--- src/common/tmk_pkg.sv ---
`default_nettype none
package tmk_pkg;
	localparam int NKEYS = 48;
	localparam int BLOCK_LEN = 247;
	localparam logic [7:0] OFS_THR = 8'h00;
	localparam logic [7:0] OFS_DRIFT = 8'h30;
	localparam logic [7:0] OFS_DIL = 8'h60;
	localparam logic [7:0] OFS_NRD = 8'h90;
	localparam logic [7:0] OFS_OPT = 8'hc0;
	localparam logic [7:0] OFS_GLOB = 8'hf0;
	localparam logic [7:0] OFS_SPACE = 8'hf1;
	localparam logic [7:0] OFS_LSL = 8'hf2;
	localparam logic [7:0] OFS_ALERT = 8'hf4;
	localparam logic [7:0] OFS_CRC = 8'hf5;
	localparam logic [7:0] OFS_LAST = 8'hf6;
	localparam logic [4:0] THR_BIAS = 5'h04;
	localparam logic [7:0] THR_RST = 8'h26;
	localparam logic [7:0] DRIFT_RST = 8'h4a;
	localparam logic [7:0] DIL_RST = 8'h52;
	localparam logic [7:0] NRD_RST = 8'h14;
	localparam logic [7:0] OPT_RST = 8'h26;
	localparam logic [7:0] GLOB_RST = 8'h11;
	localparam logic [7:0] SPACE_RST = 8'h00;
	localparam logic [15:0] LSL_RST = 16'h0064;
	localparam logic [7:0] ALERT_RST = 8'h6c;
	localparam int BL_LSB = 4;
	localparam int AKS_BIT = 6;
	localparam int SCOPE_TRIGGER_ENABLE_BIT = 7;
	localparam int DWELL_LSB = 4;
	localparam int MAINS_LOCK_ENABLE_BIT = 6;
	localparam int AL_POL = 7;
	localparam int AL_KERR = 6;
	localparam int AL_PRESS = 5;
	localparam int AL_SLEEP = 4;
	localparam int AL_NVM = 3;
	localparam int AL_MAINS = 2;
	localparam int AL_COMMS = 1;
	localparam int AL_WDOG = 0;
	localparam logic [7:0] CMD_SETUPS_ENTER = 8'h01;
	localparam logic [7:0] CMD_REPORT_KEYS = 8'h07;
	localparam logic [15:0] CRC_POLY_DEF = 16'h1021;
	localparam logic [15:0] CRC_INIT_DEF = 16'h0000;
	localparam longint CLK_HZ = 200000000;
	localparam int TICK_MS = 1;
	localparam int TICK_CYCLES_DEF = int'(CLK_HZ * TICK_MS / 1000);
	localparam int WDOG_MS = 2000;
	localparam int HRST_MS = 150;
	localparam int MAINS_MS = 100;
	localparam int MS_W = 12;
endpackage
`default_nettype wire

--- src/common/tmk_alert_if.sv ---
`timescale 1ns/1ps
`default_nettype none
interface tmk_alert_if;
	logic [7:0] ctrl;
	logic key_err;
	logic press;
	logic sleep;
	logic nvm_err;
	logic mains_err;
	logic comms_bad;
	logic get_last;
	logic host_cmd;
	logic host_act;
	logic tick;
	logic alert;
	modport core(output ctrl, key_err, press, sleep, nvm_err, mains_err,
		comms_bad, get_last, host_cmd, host_act, tick, input alert);
	modport pin(input ctrl, key_err, press, sleep, nvm_err, mains_err,
		comms_bad, get_last, host_cmd, host_act, tick, output alert);
endinterface
`default_nettype wire

--- src/rtl/tmk_alert.sv ---
`timescale 1ns/1ps
`default_nettype none
module tmk_alert (
	input wire logic core_clk_i,
	input wire logic nrst_i,
	tmk_alert_if.pin al
);
	import tmk_pkg::*;
	logic comms_latch;
	logic wd_armed;
	logic [MS_W-1:0] idle_ms;
	logic [MS_W-1:0] pulse_ms;
	logic active;

	// set wins over the get-last clear
	always_ff @(posedge core_clk_i) begin
		if (!nrst_i)
			comms_latch <= 1'b0;
		else if (al.comms_bad)
			comms_latch <= 1'b1;
		else if (al.get_last)
			comms_latch <= 1'b0;
	end

	always_ff @(posedge core_clk_i) begin
		if (!nrst_i)
			wd_armed <= 1'b0;
		else if (al.host_cmd)
			wd_armed <= 1'b1;
	end

	// idle time restarts on host commands, bad commands and setup bytes, but not on a get-last request
	always_ff @(posedge core_clk_i) begin
		if (!nrst_i || al.host_act || !wd_armed) begin
			idle_ms <= '0;
		end else if (al.tick) begin
			if (idle_ms == MS_W'(WDOG_MS - 1))
				idle_ms <= '0;
			else
				idle_ms <= idle_ms + 1'b1;
		end
	end

	always_ff @(posedge core_clk_i) begin
		if (!nrst_i) begin
			pulse_ms <= '0;
		end else if (al.tick) begin
			if (wd_armed && al.ctrl[AL_WDOG] && !al.host_act &&
				idle_ms == MS_W'(WDOG_MS - 1))
				pulse_ms <= MS_W'(HRST_MS);
			else if (pulse_ms != '0)
				pulse_ms <= pulse_ms - 1'b1;
		end
	end

	always_comb begin
		active = (al.ctrl[AL_KERR] && al.key_err) ||
			(al.ctrl[AL_PRESS] && al.press) ||
			(al.ctrl[AL_SLEEP] && al.sleep) ||
			(al.ctrl[AL_NVM] && al.nvm_err) ||
			(al.ctrl[AL_MAINS] && al.mains_err) ||
			(al.ctrl[AL_COMMS] && comms_latch) ||
			(pulse_ms != '0);
	end

	always_ff @(posedge core_clk_i) begin
		if (!nrst_i)
			al.alert <= !ALERT_RST[AL_POL];
		else
			al.alert <= al.ctrl[AL_POL] ? active : !active;
	end
endmodule
`default_nettype wire

--- src/rtl/tmk_report.sv ---
`timescale 1ns/1ps
`default_nettype none
module tmk_report (
	input wire logic core_clk_i,
	input wire logic nrst_i,
	input wire logic start_i,
	input wire logic [tmk_pkg::NKEYS-1:0] flags_i,
	input wire logic ready_i,
	output logic valid_o,
	output logic [7:0] byte_o
);
	import tmk_pkg::*;
	localparam int NBYTES = NKEYS / 8;
	logic [NKEYS-1:0] snap;
	logic [2:0] idx;

	// snapshot keeps the six bytes coherent while the host drains them
	always_ff @(posedge core_clk_i) begin
		if (!nrst_i) begin
			valid_o <= 1'b0;
			byte_o <= 8'h00;
			idx <= '0;
			snap <= '0;
		end else if (!valid_o || ready_i) begin
			if (valid_o && idx == 3'(NBYTES)) begin
				valid_o <= 1'b0;
			end else if (valid_o) begin
				byte_o <= snap[8*idx +: 8];
				idx <= idx + 1'b1;
			end else if (start_i) begin
				snap <= flags_i;
				byte_o <= flags_i[7:0];
				idx <= 3'h1;
				valid_o <= 1'b1;
			end
		end
	end
endmodule
`default_nettype wire

--- src/rtl/tmk_setups.sv ---
`timescale 1ns/1ps
`default_nettype none
module tmk_setups #(
	parameter int TICK_CYCLES = tmk_pkg::TICK_CYCLES_DEF,
	parameter logic [15:0] CRC_POLY = tmk_pkg::CRC_POLY_DEF,
	parameter logic [15:0] CRC_INIT = tmk_pkg::CRC_INIT_DEF
) (
	input wire logic core_clk_i,
	input wire logic nrst_i,
	input wire logic cold_start_i,
	input wire logic host_cmd_valid_i,
	input wire logic [7:0] host_cmd_i,
	input wire logic host_cmd_bad_i,
	input wire logic host_get_last_i,
	input wire logic setup_valid_i,
	input wire logic [7:0] setup_byte_i,
	input wire logic [5:0] key_sel_i,
	input wire logic key_signal_valid_i,
	input wire logic [5:0] key_signal_key_i,
	input wire logic [15:0] key_signal_i,
	input wire logic [tmk_pkg::NKEYS-1:0] key_touch_i,
	input wire logic cal_error_i,
	input wire logic sleep_i,
	input wire logic nvm_error_i,
	input wire logic mains_sync_i,
	input wire logic scan_done_i,
	input wire logic report_ready_i,
	output logic setups_mode_o,
	output logic setup_refused_o,
	output logic setup_done_o,
	output logic setup_crc_err_o,
	output logic block_valid_o,
	output logic [4:0] neg_touch_threshold_o,
	output logic [4:0] pos_touch_threshold_o,
	output logic [3:0] neg_drift_rate_o,
	output logic [3:0] pos_drift_rate_o,
	output logic [3:0] normal_integrator_limit_o,
	output logic [3:0] fast_integrator_limit_o,
	output logic key_burst_enable_o,
	output logic [7:0] neg_recal_delay_o,
	output logic [3:0] pos_recal_delay_o,
	output logic [1:0] burst_pulse_count_o,
	output logic adjacent_key_suppression_o,
	output logic scope_trigger_enable_o,
	output logic [3:0] release_hysteresis_o,
	output logic [1:0] dwell_select_o,
	output logic mains_lock_enable_o,
	output logic [3:0] burst_spacing_o,
	output logic [3:0] uart_baud_select_o,
	output logic [15:0] lower_signal_limit_o,
	output logic [tmk_pkg::NKEYS-1:0] key_low_signal_o,
	output logic mains_sync_error_o,
	output logic report_valid_o,
	output logic [7:0] report_byte_o,
	output logic alert_o
);
	import tmk_pkg::*;

	generate
		if (TICK_CYCLES < 1)
			$error("TICK_CYCLES must be at least one");
	endgenerate

	tmk_alert_if al();

	logic [7:0] stage [0:BLOCK_LEN-3];
	logic [7:0] live [0:BLOCK_LEN-3];
	logic nv_valid;
	logic entry_seen;
	logic [7:0] wr_idx;
	logic [15:0] crc;
	logic [7:0] crc_lo;
	logic [31:0] tick_cnt;
	logic tick;
	logic mains_prev;
	logic mains_wait;
	logic [MS_W-1:0] mains_ms;
	logic [7:0] glob;
	logic [7:0] space;
	logic [7:0] alert_ctrl;
	logic [15:0] minimum_signal_level;
	logic [7:0] key_ofs;
	logic setup_take;
	logic mains_fall;
	logic [7:0] thr_b, drift_b, dil_b, opt_b;

	function automatic logic [15:0] crc_step(input logic [15:0] c,
		input logic [7:0] d);
		logic [15:0] r;
		r = c ^ {d, 8'h00};
		for (int i = 0; i < 8; i++)
			r = r[15] ? ((r << 1) ^ CRC_POLY) : (r << 1);
		return r;
	endfunction

	function automatic logic [7:0] dflt(input logic [7:0] a);
		logic [7:0] r;
		r = 8'h00;
		if (a < OFS_DRIFT)
			r = THR_RST;
		else if (a < OFS_DIL)
			r = DRIFT_RST;
		else if (a < OFS_NRD)
			r = DIL_RST;
		else if (a < OFS_OPT)
			r = NRD_RST;
		else if (a < OFS_GLOB)
			r = OPT_RST;
		else if (a == OFS_GLOB)
			r = GLOB_RST;
		else if (a == OFS_SPACE)
			r = SPACE_RST;
		else if (a == OFS_LSL)
			r = LSL_RST[7:0];
		else if (a == OFS_LSL + 8'h01)
			r = LSL_RST[15:8];
		else if (a == OFS_ALERT)
			r = ALERT_RST;
		return r;
	endfunction

	// reads fall back to defaults until a block has been accepted
	function automatic logic [7:0] rd(input logic [7:0] a);
		logic [7:0] r;
		r = 8'h00;
		if (a < OFS_CRC)
			r = nv_valid ? live[a] : dflt(a);
		return r;
	endfunction

	assign setup_take = setup_valid_i && setups_mode_o;
	assign key_ofs = {2'b00, key_sel_i};
	// always_comb, not assign: the live copy read inside rd() must wake it
	always_comb begin
		glob = rd(OFS_GLOB);
		space = rd(OFS_SPACE);
		alert_ctrl = rd(OFS_ALERT);
		minimum_signal_level = {rd(OFS_LSL + 8'h01), rd(OFS_LSL)};
		thr_b = rd(OFS_THR + key_ofs);
		drift_b = rd(OFS_DRIFT + key_ofs);
		dil_b = rd(OFS_DIL + key_ofs);
		opt_b = rd(OFS_OPT + key_ofs);
	end
	assign mains_fall = mains_prev && !mains_sync_i;

	always_ff @(posedge core_clk_i) begin
		if (!nrst_i || tick_cnt == 32'(TICK_CYCLES - 1))
			tick_cnt <= '0;
		else
			tick_cnt <= tick_cnt + 1'b1;
	end

	always_ff @(posedge core_clk_i) begin
		if (!nrst_i)
			tick <= 1'b0;
		else
			tick <= tick_cnt == 32'(TICK_CYCLES - 1);
	end

	// entry needs two entry commands back to back; others break the pair
	always_ff @(posedge core_clk_i) begin
		if (!nrst_i) begin
			entry_seen <= 1'b0;
			setups_mode_o <= 1'b0;
		end else if (host_cmd_valid_i) begin
			if (host_cmd_i == CMD_SETUPS_ENTER) begin
				entry_seen <= !entry_seen;
				setups_mode_o <= entry_seen;
			end else begin
				entry_seen <= 1'b0;
				setups_mode_o <= 1'b0;
			end
		end else if (setup_take && wr_idx == OFS_LAST) begin
			setups_mode_o <= 1'b0;
		end
	end

	always_ff @(posedge core_clk_i) begin
		if (!nrst_i)
			setup_refused_o <= 1'b0;
		else
			setup_refused_o <= setup_valid_i && !setups_mode_o;
	end

	always_ff @(posedge core_clk_i) begin
		if (!nrst_i || !setups_mode_o) begin
			wr_idx <= 8'h00;
			crc <= CRC_INIT;
			crc_lo <= 8'h00;
		end else if (setup_take) begin
			wr_idx <= wr_idx + 8'h01;
			if (wr_idx < OFS_CRC)
				crc <= crc_step(crc, setup_byte_i);
			else
				crc_lo <= setup_byte_i;
		end
	end

	always_ff @(posedge core_clk_i) begin
		if (setup_take && wr_idx < OFS_CRC)
			stage[wr_idx] <= setup_byte_i;
	end

	// live copy survives nrst_i; only a cold start drops back to defaults
	always_ff @(posedge core_clk_i) begin
		if (!nrst_i && cold_start_i) begin
			nv_valid <= 1'b0;
		end else if (nrst_i && setup_take && wr_idx == OFS_LAST &&
			{setup_byte_i, crc_lo} == crc) begin
			nv_valid <= 1'b1;
			for (int i = 0; i < BLOCK_LEN - 2; i++)
				live[i] <= stage[i];
		end
	end

	always_ff @(posedge core_clk_i) begin
		if (!nrst_i) begin
			setup_done_o <= 1'b0;
			setup_crc_err_o <= 1'b0;
		end else begin
			setup_done_o <= setup_take && wr_idx == OFS_LAST &&
				{setup_byte_i, crc_lo} == crc;
			setup_crc_err_o <= setup_take && wr_idx == OFS_LAST &&
				{setup_byte_i, crc_lo} != crc;
		end
	end

	always_ff @(posedge core_clk_i) begin
		if (!nrst_i)
			block_valid_o <= 1'b0;
		else
			block_valid_o <= nv_valid;
	end

	// per-key fields follow key_sel_i one cycle later
	always_ff @(posedge core_clk_i) begin
		if (!nrst_i) begin
			neg_touch_threshold_o <= 5'h00;
			pos_touch_threshold_o <= 5'h00;
			neg_drift_rate_o <= 4'h0;
			pos_drift_rate_o <= 4'h0;
			normal_integrator_limit_o <= 4'h0;
			fast_integrator_limit_o <= 4'h0;
			key_burst_enable_o <= 1'b0;
		end else begin
			neg_touch_threshold_o <= {1'b0, thr_b[3:0]} + THR_BIAS;
			pos_touch_threshold_o <= {1'b0, thr_b[7:4]} + THR_BIAS;
			neg_drift_rate_o <= drift_b[3:0];
			pos_drift_rate_o <= drift_b[7:4];
			normal_integrator_limit_o <= dil_b[3:0];
			fast_integrator_limit_o <= dil_b[7:4];
			key_burst_enable_o <= dil_b[3:0] != 4'h0;
		end
	end

	always_ff @(posedge core_clk_i) begin
		if (!nrst_i) begin
			neg_recal_delay_o <= NRD_RST;
			pos_recal_delay_o <= 4'h0;
			burst_pulse_count_o <= 2'h0;
			adjacent_key_suppression_o <= 1'b0;
			scope_trigger_enable_o <= 1'b0;
		end else begin
			neg_recal_delay_o <= rd(OFS_NRD + key_ofs);
			pos_recal_delay_o <= opt_b[3:0];
			burst_pulse_count_o <= opt_b[BL_LSB +: 2];
			adjacent_key_suppression_o <= opt_b[AKS_BIT];
			scope_trigger_enable_o <= opt_b[SCOPE_TRIGGER_ENABLE_BIT];
		end
	end

	always_ff @(posedge core_clk_i) begin
		if (!nrst_i) begin
			release_hysteresis_o <= GLOB_RST[3:0];
			dwell_select_o <= GLOB_RST[DWELL_LSB +: 2];
			mains_lock_enable_o <= GLOB_RST[MAINS_LOCK_ENABLE_BIT];
			burst_spacing_o <= SPACE_RST[3:0];
			uart_baud_select_o <= SPACE_RST[7:4];
			lower_signal_limit_o <= LSL_RST;
		end else begin
			release_hysteresis_o <= glob[3:0];
			dwell_select_o <= glob[DWELL_LSB +: 2];
			mains_lock_enable_o <= glob[MAINS_LOCK_ENABLE_BIT];
			burst_spacing_o <= space[3:0];
			uart_baud_select_o <= space[7:4];
			lower_signal_limit_o <= minimum_signal_level;
		end
	end

	always_ff @(posedge core_clk_i) begin
		if (!nrst_i)
			key_low_signal_o <= '0;
		else if (key_signal_valid_i && key_signal_key_i < 6'(NKEYS))
			key_low_signal_o[key_signal_key_i] <= key_signal_i < minimum_signal_level;
	end

	// wait window opens at the end of each full scan
	always_ff @(posedge core_clk_i) begin
		if (!nrst_i) begin
			mains_prev <= 1'b1;
			mains_wait <= 1'b0;
			mains_ms <= '0;
		end else begin
			mains_prev <= mains_sync_i;
			if (mains_fall || !glob[MAINS_LOCK_ENABLE_BIT]) begin
				mains_wait <= 1'b0;
				mains_ms <= '0;
			end else if (scan_done_i) begin
				mains_wait <= 1'b1;
				mains_ms <= '0;
			end else if (mains_wait && mains_ms == MS_W'(MAINS_MS)) begin
				// one-shot timeout, so the next falling edge can clear
				mains_wait <= 1'b0;
			end else if (mains_wait && tick &&
				mains_ms != MS_W'(MAINS_MS)) begin
				mains_ms <= mains_ms + 1'b1;
			end
		end
	end

	// timeout wins over a falling edge in the same cycle
	always_ff @(posedge core_clk_i) begin
		if (!nrst_i || !glob[MAINS_LOCK_ENABLE_BIT])
			mains_sync_error_o <= 1'b0;
		else if (mains_wait && mains_ms == MS_W'(MAINS_MS))
			mains_sync_error_o <= 1'b1;
		else if (mains_fall)
			mains_sync_error_o <= 1'b0;
	end

	assign al.ctrl = alert_ctrl;
	assign al.key_err = cal_error_i || (|key_low_signal_o);
	assign al.press = |key_touch_i;
	assign al.sleep = sleep_i;
	assign al.nvm_err = nvm_error_i;
	assign al.mains_err = mains_sync_error_o;
	assign al.comms_bad = host_cmd_bad_i;
	assign al.get_last = host_get_last_i;
	assign al.host_cmd = host_cmd_valid_i;
	assign al.host_act = host_cmd_valid_i || host_cmd_bad_i || setup_valid_i;
	assign al.tick = tick;
	assign alert_o = al.alert;

	tmk_alert u_alert (
		.core_clk_i(core_clk_i),
		.nrst_i(nrst_i),
		.al(al)
	);

	tmk_report u_report (
		.core_clk_i(core_clk_i),
		.nrst_i(nrst_i),
		.start_i(host_cmd_valid_i && host_cmd_i == CMD_REPORT_KEYS &&
			!setups_mode_o),
		.flags_i(key_touch_i),
		.ready_i(report_ready_i),
		.valid_o(report_valid_o),
		.byte_o(report_byte_o)
	);
endmodule
`default_nettype wire
--- config.mk ---
export PLATFORM = sky130hd
export DESIGN_NAME = tmk_setups
export DESIGN_NICKNAME = d
export VERILOG_FILES = /design/src/common/tmk_pkg.sv /design/src/common/tmk_alert_if.sv /design/src/rtl/tmk_alert.sv /design/src/rtl/tmk_report.sv /design/src/rtl/tmk_setups.sv
export SDC_FILE = /design/constraint.sdc
export NUM_CORES = 2
export LEC_CHECK = 0
export BUFFER_PORTS_ARGS = -buffer_cell sky130_fd_sc_hd__buf_2
export CAP_MARGIN = 40
export CORE_ASPECT_RATIO = 1.2
export CORE_MARGIN = 1
export CORE_UTILIZATION = 47
export DETAILED_ROUTE_END_ITERATION = 8
export PLACE_DENSITY_LB_ADDON = 0.12
export SLEW_MARGIN = 5
export SYNTH_ARGS = -nofsm -noshare
export SYNTH_HDL_FRONTEND = slang
export SYNTH_HIERARCHICAL = 1
export SYNTH_SLANG_ARGS = --single-unit
export TNS_END_PERCENT = 100
--- constraint.sdc ---
create_clock -name core_clk_i -period 244.7 [get_ports core_clk_i]
set_clock_uncertainty 0.2 [all_clocks]
set_input_delay 36.705 -clock core_clk_i [delete_from_list [all_inputs] [get_ports core_clk_i]]
set_output_delay 36.705 -clock core_clk_i [all_outputs]
set_load 0.005 [all_outputs]
---- After elaboration in Yosys (flattened, before gate mapping) ----
Memory sizes are Yosys's and may differ from the RTL's. A register that Yosys moved wholly into a read port is not among the register bits.
Index checks and enable logic that the tools add are counted.
word-level totals
  register bits ........................... 288
  RAM bits ................................ 3,920
  input bits .............................. 106
  output and inout port bits .............. 138
  word-level logic and storage cells ...... 308
  memories ................................ 2
cells by class
  add/sub/neg operators ................... 12
  order comparisons ....................... 35
  equal/unequal tests ..................... 30
  shifts and indexed selects .............. 1
  multiplexer cells ....................... 94
  bitwise logic cells ..................... 14
  reduce and logical (&&, ||, !) cells .... 77
memories
  memory  depth  width  read ports  clocked after Yosys merged registers in  write ports  line              text
  live    245    8      10          1                                        245          tmk_setups.sv:67  logic [7:0] live [0:BLOCK_LEN-3];
  stage   245    8      245         0                                        1            tmk_setups.sv:66  logic [7:0] stage [0:BLOCK_LEN-3];
operators by type and width
  kind                   number
  $mux 7                 41
  $eq 8x8->1 const B     16
  $mux 8                 15
  $lt 8x8->1 const B     13
  $mux 13                8
  $reduce_or 48->1       2
  $bwmux 48              1
  $shiftx 48x7->8        1
  $eq 7x8->1 const B     5
  $mux 12                3
  $add 32x1->32 const B  1
  $eq 32x18->1 const B   1
  $lt 6x8->1 const B     4
  $lt 7x8->1 const B     4
  $logic_and 1x1->1      28
  $add 12x1->12 const B  2
  $lt 8x6->1 const B     3
  $lt 8x7->1 const B     3
  $not 3->3              8
  $mux 1                 20
  $reduce_and 2->1       9
  $eq 16x16->1           1
  $logic_or 1x1->1       16
  $lt 16x16->1           1
  35 further kinds       57

---- Longest topological paths before layout ----
  depth after elaboration ................. 17
  mapped depth ............................ 13

---- Cells and area by module ----
The synthesis kept the hierarchy.
by module, submodules not included
  module      times used  cells an instance  area each (µm²)  sequential area each (µm²)
  tmk_setups  1           6,316              143,851.7        121,896.9
  tmk_report  1           304                2,670.1          1,201.2
  tmk_alert   1           173                1,431.4          540.5

---- Worst setup path after synthesis ----
OpenSTA, ideal clock, no wires.
  path kind ............................... in2reg
  start point ............................. input port setup_byte_i[6]
  end point ............................... memory live[0][0] (enable)
  library setup time ...................... 4.363 ns
  arrival time ............................ 118.638 ns
  setup slack ............................. 121.499 ns
  stages on the path ...................... 4
  path buffers ............................ 0
  cells stage by stage .................... xnor2_1 > nand4b_1 > or3_1 > nor2_1
RTL lines
  element          line              text
  start, declared  tmk_setups.sv:16  input wire logic [7:0] setup_byte_i,
  end, declared    tmk_setups.sv:67

==> reports/results.tsv <==
metric	value	unit
dieArea	317000	um2
initial_core_util	47.3	%
yosysWarnings	6	
ant_nets	0	
synth_cell_types	75	
synthFlopType	edfxtp_1	
grt_pass1_vias	68400	
numCtsBuffers	407	
coreArea	313000	um2
cts_tree	done	
period_share	17.5	%
hpwl	219000	um
p_comb_share	3.0	%
syn_area_per_cell	21.8	um2
grt_pass1_wl	496000	um
use_met2	37.6	%
finish.net_count	7659	
hold_slack	0.183	ns
numClockSinks	4216	
grtUsageMet1	29.1	%
dp_cells	11300	
fin_cells	12100	
clkPwrFrac	42.9	%
drt-pass1-iter-count	5	
hp-start	stage[149][5]	
cp.required	245.01	ns
drive_gt1_share	23.1	%
outcome	finished, final reports clean	
end_kind	flop	
clock_path_buffers	4	
synth_edf_count	3920	
finalSetupTns	0	ns
power.switching	0.000290	W
p_leak	54.2	nW
synth_fp_nets	6933	
grt_max_degree	178	
syn_to_final_growth	14.9	%
seqPwrFrac	54.1	%
antenna_found_initial	20	
powerDensity	8.50	nW/um2
syn-instance-count	6793	
finalHoldViolCount	0	
io_buffers	243	
die_h	617	um
r2r-start	wr_idx[4]	
wire_per_inst	29.0	um
gr-max-usage-layer	met2	
max_stage_delay	0.72	ns
worstSetupPathType	input port to flop	
cts_hold_buf	0	
design_area	170000	um2
start_kind	input port	
hp-class	flop to flop	
p_int	0.00116	W
path_buf_inv	8	
totalWireLength	350000	um
seq_area_frac_synth	83.6	%
slowest_stage	nor2_4	
grt_setup_unrepaired	false	
rows	225	
crit_chain	buf_8 > xnor2_1 > nand4b_1 > or3_1 > nor2_4 > buf_4 > buf_12 > buf_4 > buf_12 > buf_4 > buf_12 > buf_4	
swShare	20.0	%
crit_path_frequent_cell	buf_4	
gp_congestion	0.814	
htree_levels	5	
cts-resized-gates	0	
viasPerCell	5.60	
clock_latency	0.91	ns
cts_setup_buffers	0	
placement.cell_area	157000	um2
clockRootBuffer	clkbuf_16	
crit_arrival	43.16	ns
post-route-drc-count	0	
worst_slew_pin_slew	1.23	ns
startpoint	setup_byte_i[7]	
clkTransAtPathRegs	0.07	ns
drv_slew	0	
first_iter_violations	6735	
grt_use_met3	3.82	%
synth_seq_cells	4216	
finalSetupViolCount	0	
track_usage	22.0	%
die_w	514	um
syn_area	148000	um2
drv_cap	0	
routed-via-count	67600	
ir_drop	0.00687	mV
relSlewSlack	18.1	%
async_reset_ff_share	0	%
overflow	0	
period_needed	42.85	ns
critPathMaxFanout	163	
max_freq	23.3	MHz
pin_count	244	
critPathTopFamily	buffers and inverters	
## power groups by stage
| stage | sequential (W) | clock, W | combinational [W] |
|---|---|---|---|
| floorplan | 0.000797 | 0 | 0.0000210 |
| global placement | 0.000797 | 0 | 0.0000430 |
| detailed placement | 0.000797 | 0 | 0.0000438 |
| CTS | 0.000782 | 0.000633 | 0.0000439 |
| global route | 0.000782 | 0.000660 | 0.0000451 |
| finish | 0.000782 | 0.000620 | 0.0000430 |
## per-layer routing
metal,part of all wire (%),vias to the layer above
li1,-,29000
met1,40,35800
met2,51,2339
met3,6.5,479
met4,2.7,2
met5,0.0037,-
## area by class of cell
type,instances,area [um2]
fill,23900,143000
inverter,28,105
timing repair buffer,602,4790
clock buffer,508,10800
antenna,24,60.1
tap,4199,5250
multi-input combinational,2264,23000
sequential,4216,124000
clock inverter,228,2280
## cell usage in the layout (no fill, tap or decap), types with 18 or more instances in the layout
| master | n |
|---|---|
| edfxtp_1 | 3920 |
| mux4_2 | 579 |
| clkbuf_16 | 416 |
| nor2_1 | 396 |
| dfxtp_1 | 295 |
| buf_4 | 293 |
| nand2_1 | 292 |
| buf_2 | 233 |
| clkinv_1 | 83 |
| mux2i_1 | 82 |
| clkbuf_1 | 81 |
| o21ai_0 | 78 |
| nand3_1 | 77 |
| clkinv_2 | 77 |
| a21boi_1 | 57 |
| a21oi_1 | 53 |
| and3_1 | 49 |
| bufinv_16 | 44 |
| xnor2_1 | 43 |
| xor2_1 | 42 |
| nor4_1 | 38 |
| nand4_1 | 36 |
| a22oi_1 | 34 |
| a22o_1 | 33 |
| ha_1 | 33 |
| a221oi_1 | 32 |
| o211ai_1 | 27 |
| inv_1 | 26 |
| diode_2 | 24 |
| a211oi_1 | 24 |
| and2_1 | 23 |
| nor3_1 | 22 |
| o31ai_1 | 22 |
| buf_12 | 21 |
| nand2b_1 | 20 |
| buf_16 | 20 |
| nor2b_1 | 19 |
| buf_6 | 18 |
## worst reg2reg max path: cells and delay by family (launching register included)
kind                   cells  cell delay [ns]
buffers and inverters      7             4.11
DFF                        1             0.55
and+or+nand+nor            4             2.12
## Yosys cell counts, types with 8 or more instances
cell / n / area [um2]
o2bb2ai_1: 8 / 70.1
nand2_1: 303 / 1140
nor2_1: 401 / 1510
ha_1: 34 / 425
buf_1: 24 / 90.1
and3_1: 49 / 307
o31ai_1: 22 / 165
clkbuf_1: 163 / 612
nor4_1: 38 / 238
xor2_1: 42 / 368
a22o_1: 33 / 289
inv_1: 27 / 101
buf_4: 31 / 233
dfxtp_1: 296 / 5930
xnor2_1: 43 / 377
nor3_1: 22 / 110
nand4_1: 36 / 225
nor2b_1: 22 / 138
o211ai_1: 27 / 203
mux4_2: 579 / 13000
nand3_1: 80 / 400
edfxtp_1: 3920 / 118000
buf_2: 55 / 275
nand2b_1: 20 / 125
or2_2: 8 / 50.1
and2_1: 24 / 150
a221oi_1: 32 / 280
o22ai_1: 11 / 68.8
o21ai_0: 78 / 390
or3_1: 16 / 100
buf_6: 12 / 135
a22oi_1: 34 / 255
mux2i_1: 82 / 821
mux2_2: 9 / 101
a21oi_1: 54 / 270
a211oi_1: 24 / 180
a21boi_1: 57 / 428
## flip-flops by register name, summed over array words and instances, names as in the netlist, 5 cells and up
signal	flops
lower_signal_limit_o	16
u_alert/idle_ms	12
mains_ms	12
u_report/snap	48
crc_lo	8
live	1960
u_report/byte_o	8
key_low_signal_o	48
stage	1960
neg_recal_delay_o	8
pos_touch_threshold_o	5
tick_cnt	32
wr_idx	8
neg_touch_threshold_o	5
crc	16
u_alert/pulse_ms	12
## stage by stage
| stage | utilization (%) | total power (W) | setup slack [ns] |
|---|---|---|---|
| floorplan | - | 0.000818 | 121.50 |
| global placement | 49.3 | 0.000840 | 200.80 |
| detailed placement | 50.1 | 0.000841 | 200.90 |
| CTS | 54.3 | 0.00146 | 201.88 |
| global route | 54.3 | 0.00149 | 201.48 |
| finish | 54.3 | 0.00145 | 201.85 |
## kinds of logic (layout without fill, tap and decap cells)
logic type,count (synthesis),in the layout,share of synthesized area [%]
AO/OA/AOI/OAI,423,423,2.00
XOR/XNOR,85,85,0.503
adder cells (fa/ha/maj),34,34,0.288
buffers and inverters,313,1366,0.980
flip-flops,4216,4216,83.6
multiplexers,670,670,9.44
other,0,24,0
AND/OR/NAND/NOR,1052,1052,3.23
## final timing paths
| check | end | slack (ns) | depth (start not counted) |
|---|---|---|---|
| worst max register to register | live[42][7] | 237.26 | 11 |
| worst min-delay path | live[149][5] | 0.18 | 0 |
| worst max-delay path | live[42][7] | 201.85 | 12 |
| worst min register to register | live[149][5] | 0.18 | 0 |
Note: power is estimated with default switching activity, not from simulation.
